File: config.mk
export PLATFORM = sky130hd
export DESIGN_NAME = opdc_top
export DESIGN_NICKNAME = d
export VERILOG_FILES = /design/src/design/opdc_pkg.sv /design/src/design/opdc_axil.sv /design/src/design/opdc_core.sv /design/src/design/opdc_top.sv
export SDC_FILE = /design/constraint.sdc
export NUM_CORES = 1
export LEC_CHECK = 0
export BUFFER_PORTS_ARGS = -buffer_cell sky130_fd_sc_hd__buf_2
export CAP_MARGIN = 15
export CORE_MARGIN = 2
export CORE_UTILIZATION = 51
export CTS_BUF_LIST = sky130_fd_sc_hd__clkbuf_16
export DETAILED_ROUTE_END_ITERATION = 16
export PLACE_DENSITY_LB_ADDON = 0.12
export SYNTH_ARGS = -nofsm -noshare
export SYNTH_HDL_FRONTEND = slang
export SYNTH_SLANG_ARGS = --single-unit
File: constraint.sdc
create_clock -name aclk -period 2.64 [get_ports aclk]
set_input_delay 0.528 -clock aclk [delete_from_list [all_inputs] [get_ports aclk]]
set_output_delay 0.528 -clock aclk [all_outputs]
set_load 0.005 [all_outputs]
File: src/design/opdc_pkg.sv
// Purpose: Constants for the output pair divider channel
// Assumes: Registers are 8 bits wide, one per 32-bit word
// Notes: Byte address is four times the register index
package opdc_pkg;
    // ==========================================
    // Register map
    localparam int ADDR_W = 12;
    localparam logic [9:0] IDX_DUTY = 10'h196;
    localparam logic [9:0] IDX_CTRL = 10'h197;
    localparam logic [9:0] IDX_ROUTE = 10'h198;
    localparam logic [9:0] IDX_STATUS = 10'h199;
    localparam logic [9:0] IDX_PATH = 10'h1E1;
    localparam logic [7:0] RST_REG = 8'h00;
    // ==========================================
    // Field positions
    localparam int LOW_LSB = 4;
    localparam int CNT_W = 4;
    localparam int BIT_BYPASS = 7;
    localparam int BIT_NOSYNC = 6;
    localparam int BIT_FORCE = 5;
    localparam int BIT_START = 4;
    localparam int BIT_DIRECT = 1;
    localparam int BIT_DUTY_FIX_OFF = 0;
    localparam int BIT_SRC_OSC = 1;
    localparam int BIT_PRE_BYP = 0;
    localparam logic [1:0] PATH_OSC = 2'h2;
    localparam logic [1:0] PATH_EXT = 2'h0;
    // ==========================================
    // Bus answers
    localparam logic [1:0] RESP_OKAY = 2'h0;
    localparam logic [1:0] RESP_SLVERR = 2'h2;
    localparam logic [23:0] PAD_ZERO = 24'h000000;
    // ==========================================
    // Divider state
    typedef enum logic [1:0] {ST_PHASE, ST_LOW, ST_HIGH} opdc_state_t;

    // Word index of a byte address
    function automatic logic [9:0] opdc_idx(input logic [ADDR_W-1:0] a);
        opdc_idx = a[ADDR_W-1:2];
    endfunction : opdc_idx
endpackage : opdc_pkg

File: src/design/opdc_axil.sv
// Purpose: AXI4-Lite slave front end for the divider registers
// Assumes: One write and one read outstanding at most
// Notes: Address and data of a write may come in either order
`timescale 1ns/10ps
module opdc_axil
    import opdc_pkg::*;
(
    input wire logic aclk, // Clock
    input wire logic aresetn, // Sync reset, low
    input wire logic [ADDR_W-1:0] awaddr, // Write address
    input wire logic awvalid, // Write address valid
    output logic awready, // Write address ready
    input wire logic [31:0] wdata, // Write data
    input wire logic [3:0] wstrb, // Byte enables
    input wire logic wvalid, // Write data valid
    output logic wready, // Write data ready
    output logic [1:0] bresp, // Write answer
    output logic bvalid, // Write answer valid
    input wire logic bready, // Write answer ready
    input wire logic [ADDR_W-1:0] araddr, // Read address
    input wire logic arvalid, // Read address valid
    output logic arready, // Read address ready
    output logic [31:0] rdata, // Read data
    output logic [1:0] rresp, // Read answer
    output logic rvalid, // Read data valid
    input wire logic rready, // Read data ready
    output logic wr_en, // Register write pulse
    output logic [ADDR_W-1:0] wr_addr, // Register write address
    output logic [7:0] wr_data, // Register write data
    output logic wr_lane0, // Low byte enabled
    input wire logic wr_ok, // Write address mapped
    output logic [ADDR_W-1:0] rd_addr, // Register read address
    input wire logic [7:0] rd_data, // Register read data
    input wire logic rd_ok // Read address mapped
);
    logic aw_got;
    logic w_got;
    logic [3:0] strb_q;
    wire aw_hs = awvalid & awready;
    wire w_hs = wvalid & wready;
    wire ar_hs = arvalid & arready;

    // ==========================================
    // Handshakes; no new item while an answer waits
    assign awready = ~aw_got & ~bvalid;
    assign wready = ~w_got & ~bvalid;
    assign arready = ~rvalid;
    assign wr_en = aw_got & w_got & ~bvalid;
    assign wr_lane0 = strb_q[0];
    assign rd_addr = araddr;

    // Write side capture and answer
    always_ff @(posedge aclk) begin
        if (!aresetn) begin
            aw_got <= 1'b0;
            w_got <= 1'b0;
            wr_addr <= '0;
            wr_data <= 8'h00;
            strb_q <= 4'h0;
            bvalid <= 1'b0;
            bresp <= RESP_OKAY;
        end else begin
            if (aw_hs) begin
                aw_got <= 1'b1;
                wr_addr <= awaddr;
            end
            if (w_hs) begin
                w_got <= 1'b1;
                wr_data <= wdata[7:0];
                strb_q <= wstrb;
            end
            if (wr_en) begin
                aw_got <= 1'b0;
                w_got <= 1'b0;
                bvalid <= 1'b1;
                bresp <= wr_ok ? RESP_OKAY : RESP_SLVERR;
            end else if (bvalid && bready) begin
                bvalid <= 1'b0;
            end
        end
    end

    // Read side; data captured with the address
    always_ff @(posedge aclk) begin
        if (!aresetn) begin
            rvalid <= 1'b0;
            rdata <= 32'h00000000;
            rresp <= RESP_OKAY;
        end else if (ar_hs) begin
            rvalid <= 1'b1;
            rdata <= {PAD_ZERO, rd_ok ? rd_data : 8'h00};
            rresp <= rd_ok ? RESP_OKAY : RESP_SLVERR;
        end else if (rready) begin
            rvalid <= 1'b0;
        end
    end
endmodule : opdc_axil

File: src/design/opdc_core.sv
// Purpose: Low and high period counter with phase offset
// Assumes: One divider input cycle per aclk cycle
// Notes: run_n low holds the counter idle, as powered down
`timescale 1ns/10ps
module opdc_core
    import opdc_pkg::*;
(
    input wire logic aclk, // Clock
    input wire logic run_n, // Sync clear, low
    input wire logic [CNT_W-1:0] low_cnt, // Low cycles minus one
    input wire logic [CNT_W-1:0] high_cnt, // High cycles minus one
    input wire logic [CNT_W-1:0] phase_off, // Offset cycles
    input wire logic start_high, // Start level
    input wire logic restart, // Resync pulse
    output logic level, // Divider output
    output opdc_state_t state, // Counting phase
    output logic [CNT_W-1:0] cnt // Cycles in phase
);
    opdc_state_t next_state;
    opdc_state_t first_state;
    logic [CNT_W-1:0] next_cnt;
    logic next_level;
    wire [CNT_W-1:0] limit = (state == ST_LOW) ? low_cnt :
        (state == ST_HIGH) ? high_cnt : phase_off - 4'h1;

    // ==========================================
    // Segment sequencing
    assign first_state = start_high ? ST_HIGH : ST_LOW;
    always_comb begin
        next_state = state;
        next_cnt = cnt + 4'h1;
        next_level = level;
        if (restart) begin
            // Offset zero skips the hold phase entirely
            next_state = (phase_off == 4'h0) ? first_state : ST_PHASE;
            next_cnt = 4'h0;
            next_level = start_high;
        end else if (cnt >= limit) begin
            // A count lowered mid-segment ends it at once instead of wrapping
            next_cnt = 4'h0;
            unique case (state)
                ST_PHASE: next_state = first_state;
                ST_LOW: begin
                    next_state = ST_HIGH;
                    next_level = 1'b1;
                end
                ST_HIGH: begin
                    next_state = ST_LOW;
                    next_level = 1'b0;
                end
                default: next_state = first_state;
            endcase
        end
    end

    // State flops
    always_ff @(posedge aclk) begin
        if (!run_n) begin
            state <= ST_LOW;
            cnt <= 4'h0;
            level <= 1'b0;
        end else begin
            state <= next_state;
            cnt <= next_cnt;
            level <= next_level;
        end
    end
endmodule : opdc_core

File: src/design/opdc_top.sv
// Purpose: Divider channel for the third output pair
// Assumes: Clock inputs are levels sampled on aclk
// Notes: Prescaler itself lies outside; only its controls leave
// Operation
// - Low segment lasts low field plus one input cycles.
// - High segment lasts high field plus one input cycles; default zero.
// - Bypass powers down divider and passes input clock to output.
// - Sync-ignore clear obeys chip sync; set ignores it.
// - Force bit gives static high or low; needs sync-ignore set.
// - Start-level bit picks starting output level, default low.
// - Four-bit phase offset shifts output phase, resets to zero.
// - Direct-route clear feeds both pair outputs from the divider.
// - Direct-route set with path 10b sends oscillator to both outputs.
// - Direct-route with path 00b sends external clock; 01b no effect.
// - Duty-fix disable clear enables correction; set turns it off.
// - Path bit one picks prescaler source: external or oscillator.
// - Path bit zero bypasses prescaler; not with oscillator source.
//
// Implementation choice: register access over AXI4-Lite.
`timescale 1ns/10ps
module opdc_top
    import opdc_pkg::*;
(
    input wire logic aclk, // 200 MHz clock
    input wire logic aresetn, // Sync reset, low
    input wire logic [ADDR_W-1:0] awaddr, // Write address
    input wire logic awvalid, // Write address valid
    output logic awready, // Write address ready
    input wire logic [31:0] wdata, // Write data
    input wire logic [3:0] wstrb, // Byte enables
    input wire logic wvalid, // Write data valid
    output logic wready, // Write data ready
    output logic [1:0] bresp, // Write answer
    output logic bvalid, // Write answer valid
    input wire logic bready, // Write answer ready
    input wire logic [ADDR_W-1:0] araddr, // Read address
    input wire logic arvalid, // Read address valid
    output logic arready, // Read address ready
    output logic [31:0] rdata, // Read data
    output logic [1:0] rresp, // Read answer
    output logic rvalid, // Read data valid
    input wire logic rready, // Read data ready
    input wire logic sync_req, // Chip sync pulse
    input wire logic dist_clk_in, // Divider input clock
    input wire logic osc_in, // Internal oscillator level
    input wire logic ext_clk_in, // External clock level
    output logic pair_output_a, // First pair output
    output logic pair_output_b, // Second pair output
    output logic duty_fix_enable, // Duty correction on
    output logic prescale_src_osc, // Prescaler from oscillator
    output logic prescale_bypass, // Prescaler bypassed
    output logic divider_powered_down // Divider held off
);
    // ==========================================
    // Register file
    logic [7:0] reg_duty;
    logic [7:0] reg_ctrl;
    logic [7:0] reg_route;
    logic [7:0] reg_path;
    logic wr_en;
    logic wr_lane0;
    logic [ADDR_W-1:0] wr_addr;
    logic [7:0] wr_data;
    logic [ADDR_W-1:0] rd_addr;
    logic [7:0] rd_data;
    logic rd_ok;
    logic wr_ok;
    opdc_state_t div_state;
    logic [CNT_W-1:0] div_cnt;
    logic div_level;

    opdc_axil u_bus (
        .aclk(aclk),
        .aresetn(aresetn),
        .awaddr(awaddr),
        .awvalid(awvalid),
        .awready(awready),
        .wdata(wdata),
        .wstrb(wstrb),
        .wvalid(wvalid),
        .wready(wready),
        .bresp(bresp),
        .bvalid(bvalid),
        .bready(bready),
        .araddr(araddr),
        .arvalid(arvalid),
        .arready(arready),
        .rdata(rdata),
        .rresp(rresp),
        .rvalid(rvalid),
        .rready(rready),
        .wr_en(wr_en),
        .wr_addr(wr_addr),
        .wr_data(wr_data),
        .wr_lane0(wr_lane0),
        .wr_ok(wr_ok),
        .rd_addr(rd_addr),
        .rd_data(rd_data),
        .rd_ok(rd_ok)
    );

    // Address decode, shared function for both sides
    wire [9:0] wr_idx = opdc_idx(wr_addr);
    wire [9:0] rd_idx = opdc_idx(rd_addr);
    wire wr_duty = wr_en & wr_lane0 & (wr_idx == IDX_DUTY);
    wire wr_ctrl = wr_en & wr_lane0 & (wr_idx == IDX_CTRL);
    wire wr_route = wr_en & wr_lane0 & (wr_idx == IDX_ROUTE);
    wire wr_path = wr_en & wr_lane0 & (wr_idx == IDX_PATH);
    assign wr_ok = (wr_idx == IDX_DUTY) | (wr_idx == IDX_CTRL) |
        (wr_idx == IDX_ROUTE) | (wr_idx == IDX_PATH) |
        (wr_idx == IDX_STATUS);

    // Writable registers; status word ignores writes
    always_ff @(posedge aclk) begin
        if (!aresetn) begin
            reg_duty <= RST_REG;
            reg_ctrl <= RST_REG;
            reg_route <= RST_REG;
            reg_path <= RST_REG;
        end else begin
            if (wr_duty) reg_duty <= wr_data;
            if (wr_ctrl) reg_ctrl <= wr_data;
            if (wr_route) reg_route <= wr_data;
            if (wr_path) reg_path <= wr_data;
        end
    end

    // Field views
    wire [CNT_W-1:0] low_cnt = reg_duty[LOW_LSB+:CNT_W];
    wire [CNT_W-1:0] high_cnt = reg_duty[CNT_W-1:0];
    wire [CNT_W-1:0] phase_off = reg_ctrl[CNT_W-1:0];
    wire bypass = reg_ctrl[BIT_BYPASS];
    wire nosync = reg_ctrl[BIT_NOSYNC];
    wire force_hi = reg_ctrl[BIT_FORCE];
    wire start_high = reg_ctrl[BIT_START];
    wire direct = reg_route[BIT_DIRECT];
    wire [1:0] path = reg_path[1:0];

    // Status word shows live divider state
    wire [7:0] status = {4'h0, divider_powered_down, div_level, div_state};
    assign rd_ok = (rd_idx == IDX_DUTY) | (rd_idx == IDX_CTRL) |
        (rd_idx == IDX_ROUTE) | (rd_idx == IDX_PATH) |
        (rd_idx == IDX_STATUS);
    assign rd_data = (rd_idx == IDX_DUTY) ? reg_duty :
        (rd_idx == IDX_CTRL) ? reg_ctrl :
        (rd_idx == IDX_ROUTE) ? reg_route :
        (rd_idx == IDX_PATH) ? reg_path :
        (rd_idx == IDX_STATUS) ? status : 8'h00;

    // ==========================================
    // Divider control
    // Sync only reaches a divider that obeys it
    wire restart = sync_req & ~nosync;
    // Bypass holds the counter cleared, as powered down
    wire run_n = aresetn & ~bypass;

    opdc_core u_core (
        .aclk(aclk),
        .run_n(run_n),
        .low_cnt(low_cnt),
        .high_cnt(high_cnt),
        .phase_off(phase_off),
        .start_high(start_high),
        .restart(restart),
        .level(div_level),
        .state(div_state),
        .cnt(div_cnt)
    );

    // ==========================================
    // Output routing
    // Direct paths skip the divider; path 01b and 11b leave it in
    wire direct_osc = direct & (path == PATH_OSC);
    wire direct_ext = direct & (path == PATH_EXT);
    // Force only takes hold once sync is ignored; its bit gives the level
    // Limitation: sync ignored with force low leaves the pair static low
    wire forced = nosync;
    wire next_pair = direct_osc ? osc_in :
        direct_ext ? ext_clk_in :
        forced ? force_hi :
        bypass ? dist_clk_in :
        div_level;

    // One next value feeds both flops so the pair never skews
    always_ff @(posedge aclk) begin
        if (!aresetn) begin
            pair_output_a <= 1'b0;
            pair_output_b <= 1'b0;
        end else begin
            pair_output_a <= next_pair;
            pair_output_b <= next_pair;
        end
    end

    // Side controls to correction and prescaler
    assign duty_fix_enable = ~reg_route[BIT_DUTY_FIX_OFF];
    assign prescale_src_osc = reg_path[BIT_SRC_OSC];
    // Oscillator source forbids the prescaler bypass
    assign prescale_bypass = reg_path[BIT_PRE_BYP] & ~reg_path[BIT_SRC_OSC];
    assign divider_powered_down = bypass;
endmodule : opdc_top

==> results.py, run 1 <==
metrics = {
    "global_route": {
        "grt_use_total": 0.213,
        "grt_max_degree": 58,
        "grt_pass1_wl_um": 12800,
        "antenna_found_initial": 0,
        "grt_pass1_vias": 2588,
        "grt_remaining_overflow": 0,
    },
    "logic_synthesis": {
        "yosys_warnings": 0,
        "ys_seq_area_frac": 0.394,
        "synthFlopType": "dfxtp_1",
        "syn_area_per_cell_um2": 8.87,
        "syn_area_um2": 3710,
        "synth-edff-count": 0,
        "synth_cell_type_count": 52,
        "syn_inst": 418,
        "ys_seq_elements": 73,
        "ys_async_sr_fraction": 0,
    },
    "placement": {
        "gp_congestion": 0.764,
        "dp_hpwl_um": 5940,
        "placed_cells": 565,
        "io_buffers": 60,
    },
    "critical_path": {
        "cp-startpoint": "reg_ctrl[1]",
        "rr_startpoint": "reg_ctrl[1]",
        "crit_required_ps": 2870,
        "r2r_setup_slack_ps": 250,
        "cp.arrival_ps": 2620,
        "cp-start-kind": "flop",
        "worstReg2RegEnd": "u_core.level",
        "path_class": "flop to flop",
        "critical_path_peak_fanout": 7,
        "cp-end-kind": "flop",
        "ff2ff_path_depth": 13,
    },
    "clock_tree": {
        "cts_hold_buf": 0,
        "clk_latency_ps": 330,
        "cts_buffers": 9,
        "cts_tree": "yes",
        "cts.sinks": 73,
        "htreeDepth": 3,
        "cts_buffer_depth": 2,
        "root_buffer": "clkbuf_16",
        "path_clk_slew_ps": 60,
    },
    "sta": {
        "slew_viol_final": 0,
        "fin_crit_ps": 2390,
        "fmax_mhz": 418,
        "grt_setup_unrepaired": "no",
        "tns_ps": 0,
        "setup_violations": 0,
        "tightestPinTransition_ps": 602,
        "skew_ps": 5.23,
        "slew_headroom": 0.598,
        "finalHoldViolCount": 0,
        "post-route-period-util": 0.906,
    },
    "status": {
        "status": "finished, final reports clean",
    },
    "routing": {
        "num_vias": 2915,
        "drt_pass1_iterations": 4,
        "drc": 0,
        "avgRoutedWirePerCell_um": 13.7,
        "vias_per_cell": 5.01,
        "postRouteAntennaNets": 0,
        "wirelength_um": 8000,
        "drtIter0Drc": 205,
    },
    "floorplan": {
        "die_w_um": 89.2,
        "initial_utilization": 0.519,
        "fp-row-count": 31,
        "core_area_um2": 7140,
        "die_y_um": 89.2,
        "dieArea_um2": 7960,
        "boundaryPins": 118,
    },
    "power": {
        "max-vdd-ir-drop_mv": 0.411,
        "power.leakage_nw": 1.77,
        "power.density_nw_per_um2": 639,
    },
    "hold_path": {
        "min_from": "awaddr[8]",
        "min_to": "u_bus.wr_addr[8]",
        "min_path_cells": 3,
        "hp-class": "primary input to flop",
    },
    "finish": {
        "num_antenna_cells": 0,
        "fin_cells": 582,
        "fillers": 660,
        "drive_gt1_frac": 0.184,
        "area_delta_synth_final_pct": 16.2,
        "layout.nets": 558,
    },
    "run": {
        "cap_viol_max_count": 0,
    },
}
[state kept, by name, indices dropped and copies added, names as in the netlist]
| name | count |
|---|---|
| pair_output_b | 1 |
| reg_ctrl | 8 |
| reg_duty | 8 |
| reg_path | 8 |
| reg_route | 8 |
| u_bus.aw_got | 1 |
| u_bus.bresp | 1 |
| u_bus.bvalid | 1 |
| u_bus.rdata | 8 |
| u_bus.rresp | 1 |
| u_bus.rvalid | 1 |
| u_bus.strb_q | 1 |
| u_bus.w_got | 1 |
| u_bus.wr_addr | 10 |
| u_bus.wr_data | 8 |
| u_core.cnt | 4 |
| u_core.level | 1 |
| u_core.state | 2 |
[synth_stat cells, types with 2 or more instances]
| cell | count | share of area |
|---|---|---|
| dfxtp_1 | 73 | 0.39 |
| nand2_1 | 58 | 0.059 |
| nor2b_1 | 39 | 0.066 |
| mux2i_1 | 37 | 0.10 |
| nor2_1 | 30 | 0.030 |
| buf_4 | 27 | 0.055 |
| a21boi_1 | 20 | 0.041 |
| inv_1 | 14 | 0.014 |
| clkbuf_1 | 12 | 0.012 |
| nand2b_1 | 12 | 0.020 |
| ha_1 | 9 | 0.030 |
| a21oi_1 | 8 | 0.011 |
| o31ai_1 | 8 | 0.016 |
| nand3b_1 | 5 | 0.010 |
| a222oi_1 | 4 | 0.011 |
| a22oi_1 | 4 | 0.0081 |
| a2bb2oi_1 | 4 | 0.0095 |
| nor3_1 | 4 | 0.0054 |
| o21ai_0 | 4 | 0.0054 |
| o21ai_1 | 4 | 0.0054 |
| and3_1 | 3 | 0.0051 |
| nand4bb_1 | 3 | 0.0091 |
| a31oi_1 | 2 | 0.0034 |
| and2_1 | 2 | 0.0034 |
| nand4b_1 | 2 | 0.0047 |
| nor4bb_1 | 2 | 0.0054 |
| xnor2_1 | 2 | 0.0047 |
| xor2_1 | 2 | 0.0047 |
[layout by cell type (no fill, tap or decap), types with 2 or more instances in the layout]
cell type | synthesis | final
and2_1 | 2 | 2
nor2b_1 | 39 | 39
o31ai_1 | 8 | 8
buf_4 | 27 | 5
mux2i_1 | 37 | 37
inv_6 | 0 | 2
nor3_1 | 4 | 4
a21oi_1 | 8 | 7
a222oi_1 | 4 | 4
conb_1 | 1 | 26
clkinv_2 | 0 | 2
nand3b_1 | 5 | 5
and3_1 | 3 | 3
a22oi_1 | 4 | 4
nor4bb_1 | 2 | 2
a21boi_1 | 20 | 20
inv_1 | 14 | 14
nand4b_1 | 2 | 2
dfxtp_1 | 73 | 73
xnor2_1 | 2 | 2
nand2_1 | 58 | 58
nor2_1 | 30 | 30
clkbuf_16 | 0 | 9
o21ai_0 | 4 | 4
ha_1 | 9 | 8
a2bb2oi_1 | 4 | 4
nand4bb_1 | 3 | 3
a31oi_1 | 2 | 2
buf_2 | 1 | 60
o21ai_1 | 4 | 4
nand2b_1 | 12 | 12
xor2_1 | 2 | 2
[cell type report]
class | instances | area, µm² | share of cell area
multi-input combinational | 315 | 2040 | 0.473
clock inverter | 7 | 68.8 | 0.0160
sequential | 73 | 1460 | 0.339
inverter | 14 | 52.6 | 0.0122
tap | 99 | 124 | 0.0288
clock buffer | 9 | 225 | 0.0523
timing repair buffer | 65 | 338 | 0.0785
[metrics by stage]
step / worst slack, ps / hold WS [ps] / total power, mW / util / cell area [µm²]
final: 247 / 426 / 2.75 / 0.603 / 4310
after floorplan: 402 / 430 / 1.48 / - / 3800
after CTS: 160 / 419 / 2.76 / 0.601 / 4290
after global routing: 59.4 / 439 / 2.87 / 0.603 / 4310
after global placement: 231 / 441 / 1.54 / 0.560 / 4000
after detailed placement: 177 / 437 / 1.55 / 0.560 / 4000
[worst max-delay path by stage]
stage                       to  slack, ps  cells past startpoint
6_report          u_core.level        250                     13
5_1_grt           u_core.level         60                     13
4_1_cts        u_core.state[0]        160                     13
3_5_place_dp   u_core.state[0]        180                     12
3_3_place_gp   u_core.state[0]        230                     13
2_1_floorplan  u_core.state[0]        400                     13
[power breakdown]
part | internal (mW) | leakage (nW) | total, mW | switching (mW)
clock network | 0.731 | 0.144 | 1.21 | 0.475
logic | 0.161 | 1.04 | 0.355 | 0.194
registers | 1.14 | 0.593 | 1.19 | 0.0446
total | 2.04 | 1.77 | 2.75 | 0.713
[critical path, stage by stage, from the launching register on]
cell     delay (ps)
dfxtp_1         370
inv_1           100
ha_1            200
xnor2_1         130
nor2_1           60
a21oi_1         120
nor2_1           50
a21oi_1         150
ha_1            250
o21a_1          190
nor2_1          120
a21oi_2         100
a211o_1         300
and3_1          160
[per-layer routing]
metal	GRT usage	share of wire
met1	0.301	0.51
met2	0.313	0.42
met3	0.0406	0.050
met4	0.0991	0.018
met5	0	0
[cell families after synthesis]
family | Yosys count | synth area share
simple gates | 171 | 0.247
flops | 73 | 0.394
compound gates | 66 | 0.129
buf+inv | 55 | 0.0834
mux | 39 | 0.106
fa+ha+maj | 9 | 0.0304
xor+xnor | 4 | 0.00945
other cells | 1 | 0.00101
[timing repair]
| action | CTS | global route |
|---|---|---|
| setup buffers | 0 | 1 |
| hold endpoints to repair | 0 | 0 |
| endpoints found under the setup margin | 0 | 7 |
| gates resized for setup | 0 | 2 |
(Power assumes the default switching activity.)
==> inputs of run 2 (changes only) <==
==> constraint.sdc (replaced) <==
create_clock -name aclk -period 2.64 [get_ports aclk]
set_input_delay 0 -clock aclk [delete_from_list [all_inputs] [get_ports aclk]]
set_output_delay 0 -clock aclk [all_outputs]
set_load 0.005 [all_outputs]
==> results.py, run 2 (same netlist as run 1, synthesis figures left out) <==
metrics = {
    "status": {
        "status": "finished, final reports clean",
    },
    "finish": {
        "largest_reg_flops": 10,
        "num_antenna_cells": 0,
        "fin_cells": 601,
        "seqCellArea_um2": 1460,
        "fillers": 606,
        "multi_input_area_um2": 2030,
        "final_cell_mix": "dfxtp_1 (73), buf_2 (60), nand2_1 (58)",
        "area_delta_synth_final_pct": 23.4,
        "largest-register": "u_bus.wr_addr",
        "fin_util": 0.641,
        "final_common_cell": "dfxtp_1",
        "drive_gt1_frac": 0.171,
        "layout.nets": 577,
    },
    "floorplan": {
        "dieArea_um2": 7960,
        "fp-row-count": 31,
        "boundaryPins": 118,
        "die_w_um": 89.2,
        "die_y_um": 89.2,
        "core_area_um2": 7140,
        "initial_utilization": 0.519,
    },
    "clock_tree": {
        "clk_latency_ps": 330,
        "path_clk_slew_ps": 60,
        "cts.sinks": 73,
        "root_buffer": "clkbuf_16",
        "cts_tree": "yes",
        "cts_buffers": 9,
        "cts_buffer_depth": 2,
        "htreeDepth": 3,
    },
    "global_route": {
        "grt_pass1_wl_um": 13300,
        "grt_use_total": 0.220,
        "grt_max_degree": 60,
        "grt_pass1_vias": 2745,
        "antenna_found_initial": 0,
        "grt_remaining_overflow": 0,
    },
    "sta": {
        "tightestPinTransition_ps": 612,
        "postLayoutSetupSlackWorst_ps": 195,
        "setup_violations": 0,
        "grt_setup_unrepaired": "no",
        "fmax_mhz": 409,
        "fin_crit_ps": 2440,
        "finalHoldViolCount": 0,
        "tns_ps": 0,
        "slew_headroom": 0.592,
        "slew_viol_final": 0,
        "post-route-period-util": 0.926,
        "skew_ps": 5.38,
    },
    "routing": {
        "drt_pass1_iterations": 4,
        "drc": 0,
        "avgRoutedWirePerCell_um": 13.8,
        "wirelength_um": 8300,
        "postRouteAntennaNets": 0,
        "vias_per_cell": 5.04,
        "num_vias": 3032,
        "drtIter0Drc": 154,
    },
    "run": {
        "cap_viol_max_count": 0,
    },
    "critical_path": {
        "cp.arrival_ps": 2670,
        "critical_path_peak_fanout": 8,
        "crit_required_ps": 2860,
        "cp-end-kind": "flop",
        "cp-start-kind": "flop",
        "path_class": "flop to flop",
    },
    "placement": {
        "gp_congestion": 0.828,
        "placed_cells": 563,
        "dpl_worst_slack_ps": 172,
        "io_buffers": 60,
        "dp_hpwl_um": 5940,
    },
    "power": {
        "max-vdd-ir-drop_mv": 0.407,
        "power.leakage_nw": 1.89,
        "power.density_nw_per_um2": 668,
    },
    "hold_path": {
        "hp-class": "primary input to flop",
    },
}
## run 2: changes by cell type in the layout (fill, tap and decap cells not counted), moves of 2 or more
cell           before  now
dlygate4sd3_1       0   22
buf_4               5    2
bufinv_16           1    4
clkinv_4            0    2
inv_6               2    0
## run 2: worst paths after layout
check | startpoint | to | slack, ps | cells after the start
max | u_core.state[0] | u_core.state[0] | 200 | 12
min | ext_clk_in | pair_output_b | 80 | 3
max reg2reg | u_core.state[0] | u_core.state[0] | 200 | 12
min reg2reg | u_bus.rdata[4] | u_bus.rdata[4] | 450 | 2
## run 2: cell type report
type                            count  share of cell area
Clock buffer                        9              0.0492
Clock inverter                      7              0.0312
Inverter                           14              0.0115
Multi-Input combinational cell    315               0.444
Sequential cell                    73               0.319
Tap cell                           99              0.0271
Timing Repair Buffer               84               0.117
## run 2: what timing repair did
| action | in CTS | in global routing |
|---|---|---|
| hold endpoints to repair | 21 | 0 |
| endpoints found under the setup margin | 0 | 7 |
| setup buffers | 0 | 0 |
| hold buffers | 22 | 0 |
| gates resized for setup | 0 | 1 |
## run 2: report_power, final
part,internal (mW),switching [mW],total [mW]
registers,1.14,0.0440,1.19
logic,0.178,0.200,0.379
clock network,1.02,0.467,1.49
## run 2: per-stage QoR
step           hold WS, ps  cell area (µm²)  total power, mW
2_1_floorplan          135             3800             1.48
3_3_place_gp           233             3980             1.54
3_5_place_dp           239             3980             1.56
4_1_cts               85.2             4570             3.07
5_1_grt               84.6             4570             3.18
6_report              76.6             4570             3.05
## run 2: worst max-delay path, cell delays in order (launching register included)
cell and delay (ps):
dfxtp_1 330, inv_1 90, ha_1 340, nor2_1 90
a21oi_1 130, nor2_1 50, a21oi_1 130, ha_1 240
o21a_1 190, nor2_1 110, a21oi_2 90, nand3b_1 270
o22a_1 260
## run 2: routing by layer
| layer | global-route usage | wire length (µm) | up-vias |
|---|---|---|---|
| met1 | 0.301 | 4000 | 1389 |
| met2 | 0.339 | 3710 | 94 |
| met4 | 0.109 | 162 | 0 |
| li1 | - | - | 1539 |
| met5 | 0 | 0 | - |
| met3 | 0.0351 | 427 | 10 |
==> inputs of run 3 (changes only) <==
CORE_UTILIZATION = 46   (was 51)
TNS_END_PERCENT = 30   (was default)
clock period = 2 ns   (was 2.64 ns; I/O delays follow)
==> results.py, run 3 (same netlist as run 1, synthesis figures left out) <==
metrics = {
    "sta": {
        "finalHoldViolCount": 0,
        "postLayoutSetupSlackWorst_ps": -165,
        "slew_viol_final": 0,
        "grt_setup_unrepaired": "yes",
        "fin_crit_ps": 2170,
        "tns_ps": -909,
        "post-route-period-util": 1.08,
        "fmax_mhz": 462,
        "skew_ps": 7.10,
        "setup_violations": 7,
    },
    "clock_tree": {
        "cts_buffer_depth": 2,
        "cts_buffers": 9,
        "path_clk_slew_ps": 60,
        "htreeDepth": 3,
        "root_buffer": "clkbuf_16",
        "clk_latency_ps": 320,
        "cts.sinks": 73,
        "cts_tree": "yes",
    },
    "routing": {
        "drtIter0Drc": 126,
        "drt_pass1_iterations": 4,
        "avgRoutedWirePerCell_um": 13.9,
        "drc": 0,
        "wirelength_um": 8740,
        "vias_per_cell": 4.98,
        "postRouteAntennaNets": 0,
        "num_vias": 3122,
    },
    "finish": {
        "num_antenna_cells": 0,
        "final_cell_mix": "dfxtp_1 (69), buf_2 (60), nand2_1 (58)",
        "largest-register": "u_bus.wr_addr",
        "drive_gt1_frac": 0.229,
        "layout.nets": 600,
        "area_delta_synth_final_pct": 28.5,
        "fin_util": 0.613,
        "largest_reg_flops": 10,
        "final_common_cell": "dfxtp_1",
        "fin_cells": 627,
    },
    "placement": {
        "gp_congestion": 0.873,
        "dpl_worst_slack_ps": -267,
        "placed_cells": 585,
        "dp_hpwl_um": 6260,
        "io_buffers": 60,
    },
    "critical_path": {
        "cp.arrival_ps": 2380,
        "path_common_cell": "buf_4",
        "ff2ff_path_depth": 13,
        "slowest_stage": "dfxtp_2",
        "crit_path_cell_trace": "inv_2, buf_4, ha_4, inv_1, mux2i_1, nor2_1, a21oi_1, ha_1, o21ai_1, a21oi_2, buf_4, a31oi_1, and3_1",
        "crit_required_ps": 2220,
        "critical_path_peak_fanout": 5,
        "cp-start-kind": "flop",
        "slowest_delay_ps": 360,
        "path_class": "flop to flop",
        "cp-end-kind": "flop",
    },
    "global_route": {
        "grt_pass1_wl_um": 14700,
        "grt_remaining_overflow": 0,
        "grt_pass1_vias": 2998,
        "grt_use_total": 0.212,
        "antenna_found_initial": 0,
        "grt_max_degree": 46,
    },
    "status": {
        "status": "finished with violations",
        "violations": "negative setup slack",
    },
    "power": {
        "max-vdd-ir-drop_mv": 0.576,
        "power.density_nw_per_um2": 804,
        "power.leakage_nw": 2.00,
        "finalPower_mw": 3.83,
    },
    "floorplan": {
        "die_y_um": 93.8,
        "core_area_um2": 7770,
        "fp-row-count": 32,
        "dieArea_um2": 8790,
        "initial_utilization": 0.477,
        "boundaryPins": 118,
        "die_w_um": 93.8,
    },
    "hold_path": {
        "min_path_cells": 3,
        "hp-class": "primary input to flop",
    },
    "run": {
        "cap_viol_max_count": 0,
    },
}
-- run 3: changes by cell type in the layout (fill, tap and decap cells not counted), sizes merged --
| cell | before | now |
|---|---|---|
| bufinv | 4 | 2 |
| buf | 62 | 85 |
| clkinv | 3 | 2 |
| clkinvlp | 0 | 1 |
| inv | 14 | 16 |
-- run 3: stage by stage --
step | hold slack [ps] | instance area, µm²
after global placement | 238 | 4150
after global routing | 33.2 | 4760
final | 17.7 | 4760
after detailed placement | 241 | 4150
after floorplan | 135 | 3830
after CTS | 22.4 | 4760
-- run 3: power by group --
part	leakage [nW]	internal [mW]	switching [mW]	total (mW)
combinational	1.25	0.303	0.281	0.584
clock	0.156	1.08	0.592	1.67
sequential	0.594	1.51	0.0595	1.57
total	2.00	2.90	0.932	3.83
-- run 3: what timing repair did --
| item | 4_1_cts | 5_1_grt |
|---|---|---|
| setup endpoints to repair | 7 | 7 |
| cloned | 0 | 0 |
| hold buffers | 22 | 0 |
| gates resized for setup | 6 | 2 |
| pin swaps | 15 | 1 |
| buffers inserted | 4 | 0 |
| endpoints found under the hold margin | 21 | 0 |
-- run 3: final timing paths --
| path | startpoint | end | slack [ps] |
|---|---|---|---|
| max | reg_ctrl[0] | u_core.level | -170 |
| min | ext_clk_in | pair_output_b | 20 |
| max reg2reg | reg_ctrl[0] | u_core.level | -170 |
| min reg2reg | u_bus.rdata[4] | u_bus.rdata[4] | 450 |
-- run 3: per-layer routing --
metal  up-vias  global-route usage  routed length, µm
li1       1587                   -                  -
met1      1438               0.297               4330
met2        85               0.335               3910
met3        12              0.0273                344
met4         0              0.0725                153
met5         -                   0                  0
-- run 3: cell type report --
cell class | count | area [µm²]
clock buffer | 9 | 225
clock inverter | 7 | 87.6
fill | 694 | 3000
inverter | 14 | 52.6
multi-input combinational | 315 | 2100
sequential | 73 | 1470
tap | 102 | 128
timing repair buffer | 107 | 708
-- run 3: critical path, delay by kind of cell, from the launching register on --
family          cells  cell delay [ps]
fa+ha+maj           2              520
compound gates      4              450
buf+inv             4              400
flops               1              360
simple gates        2              280
mux                 1               60
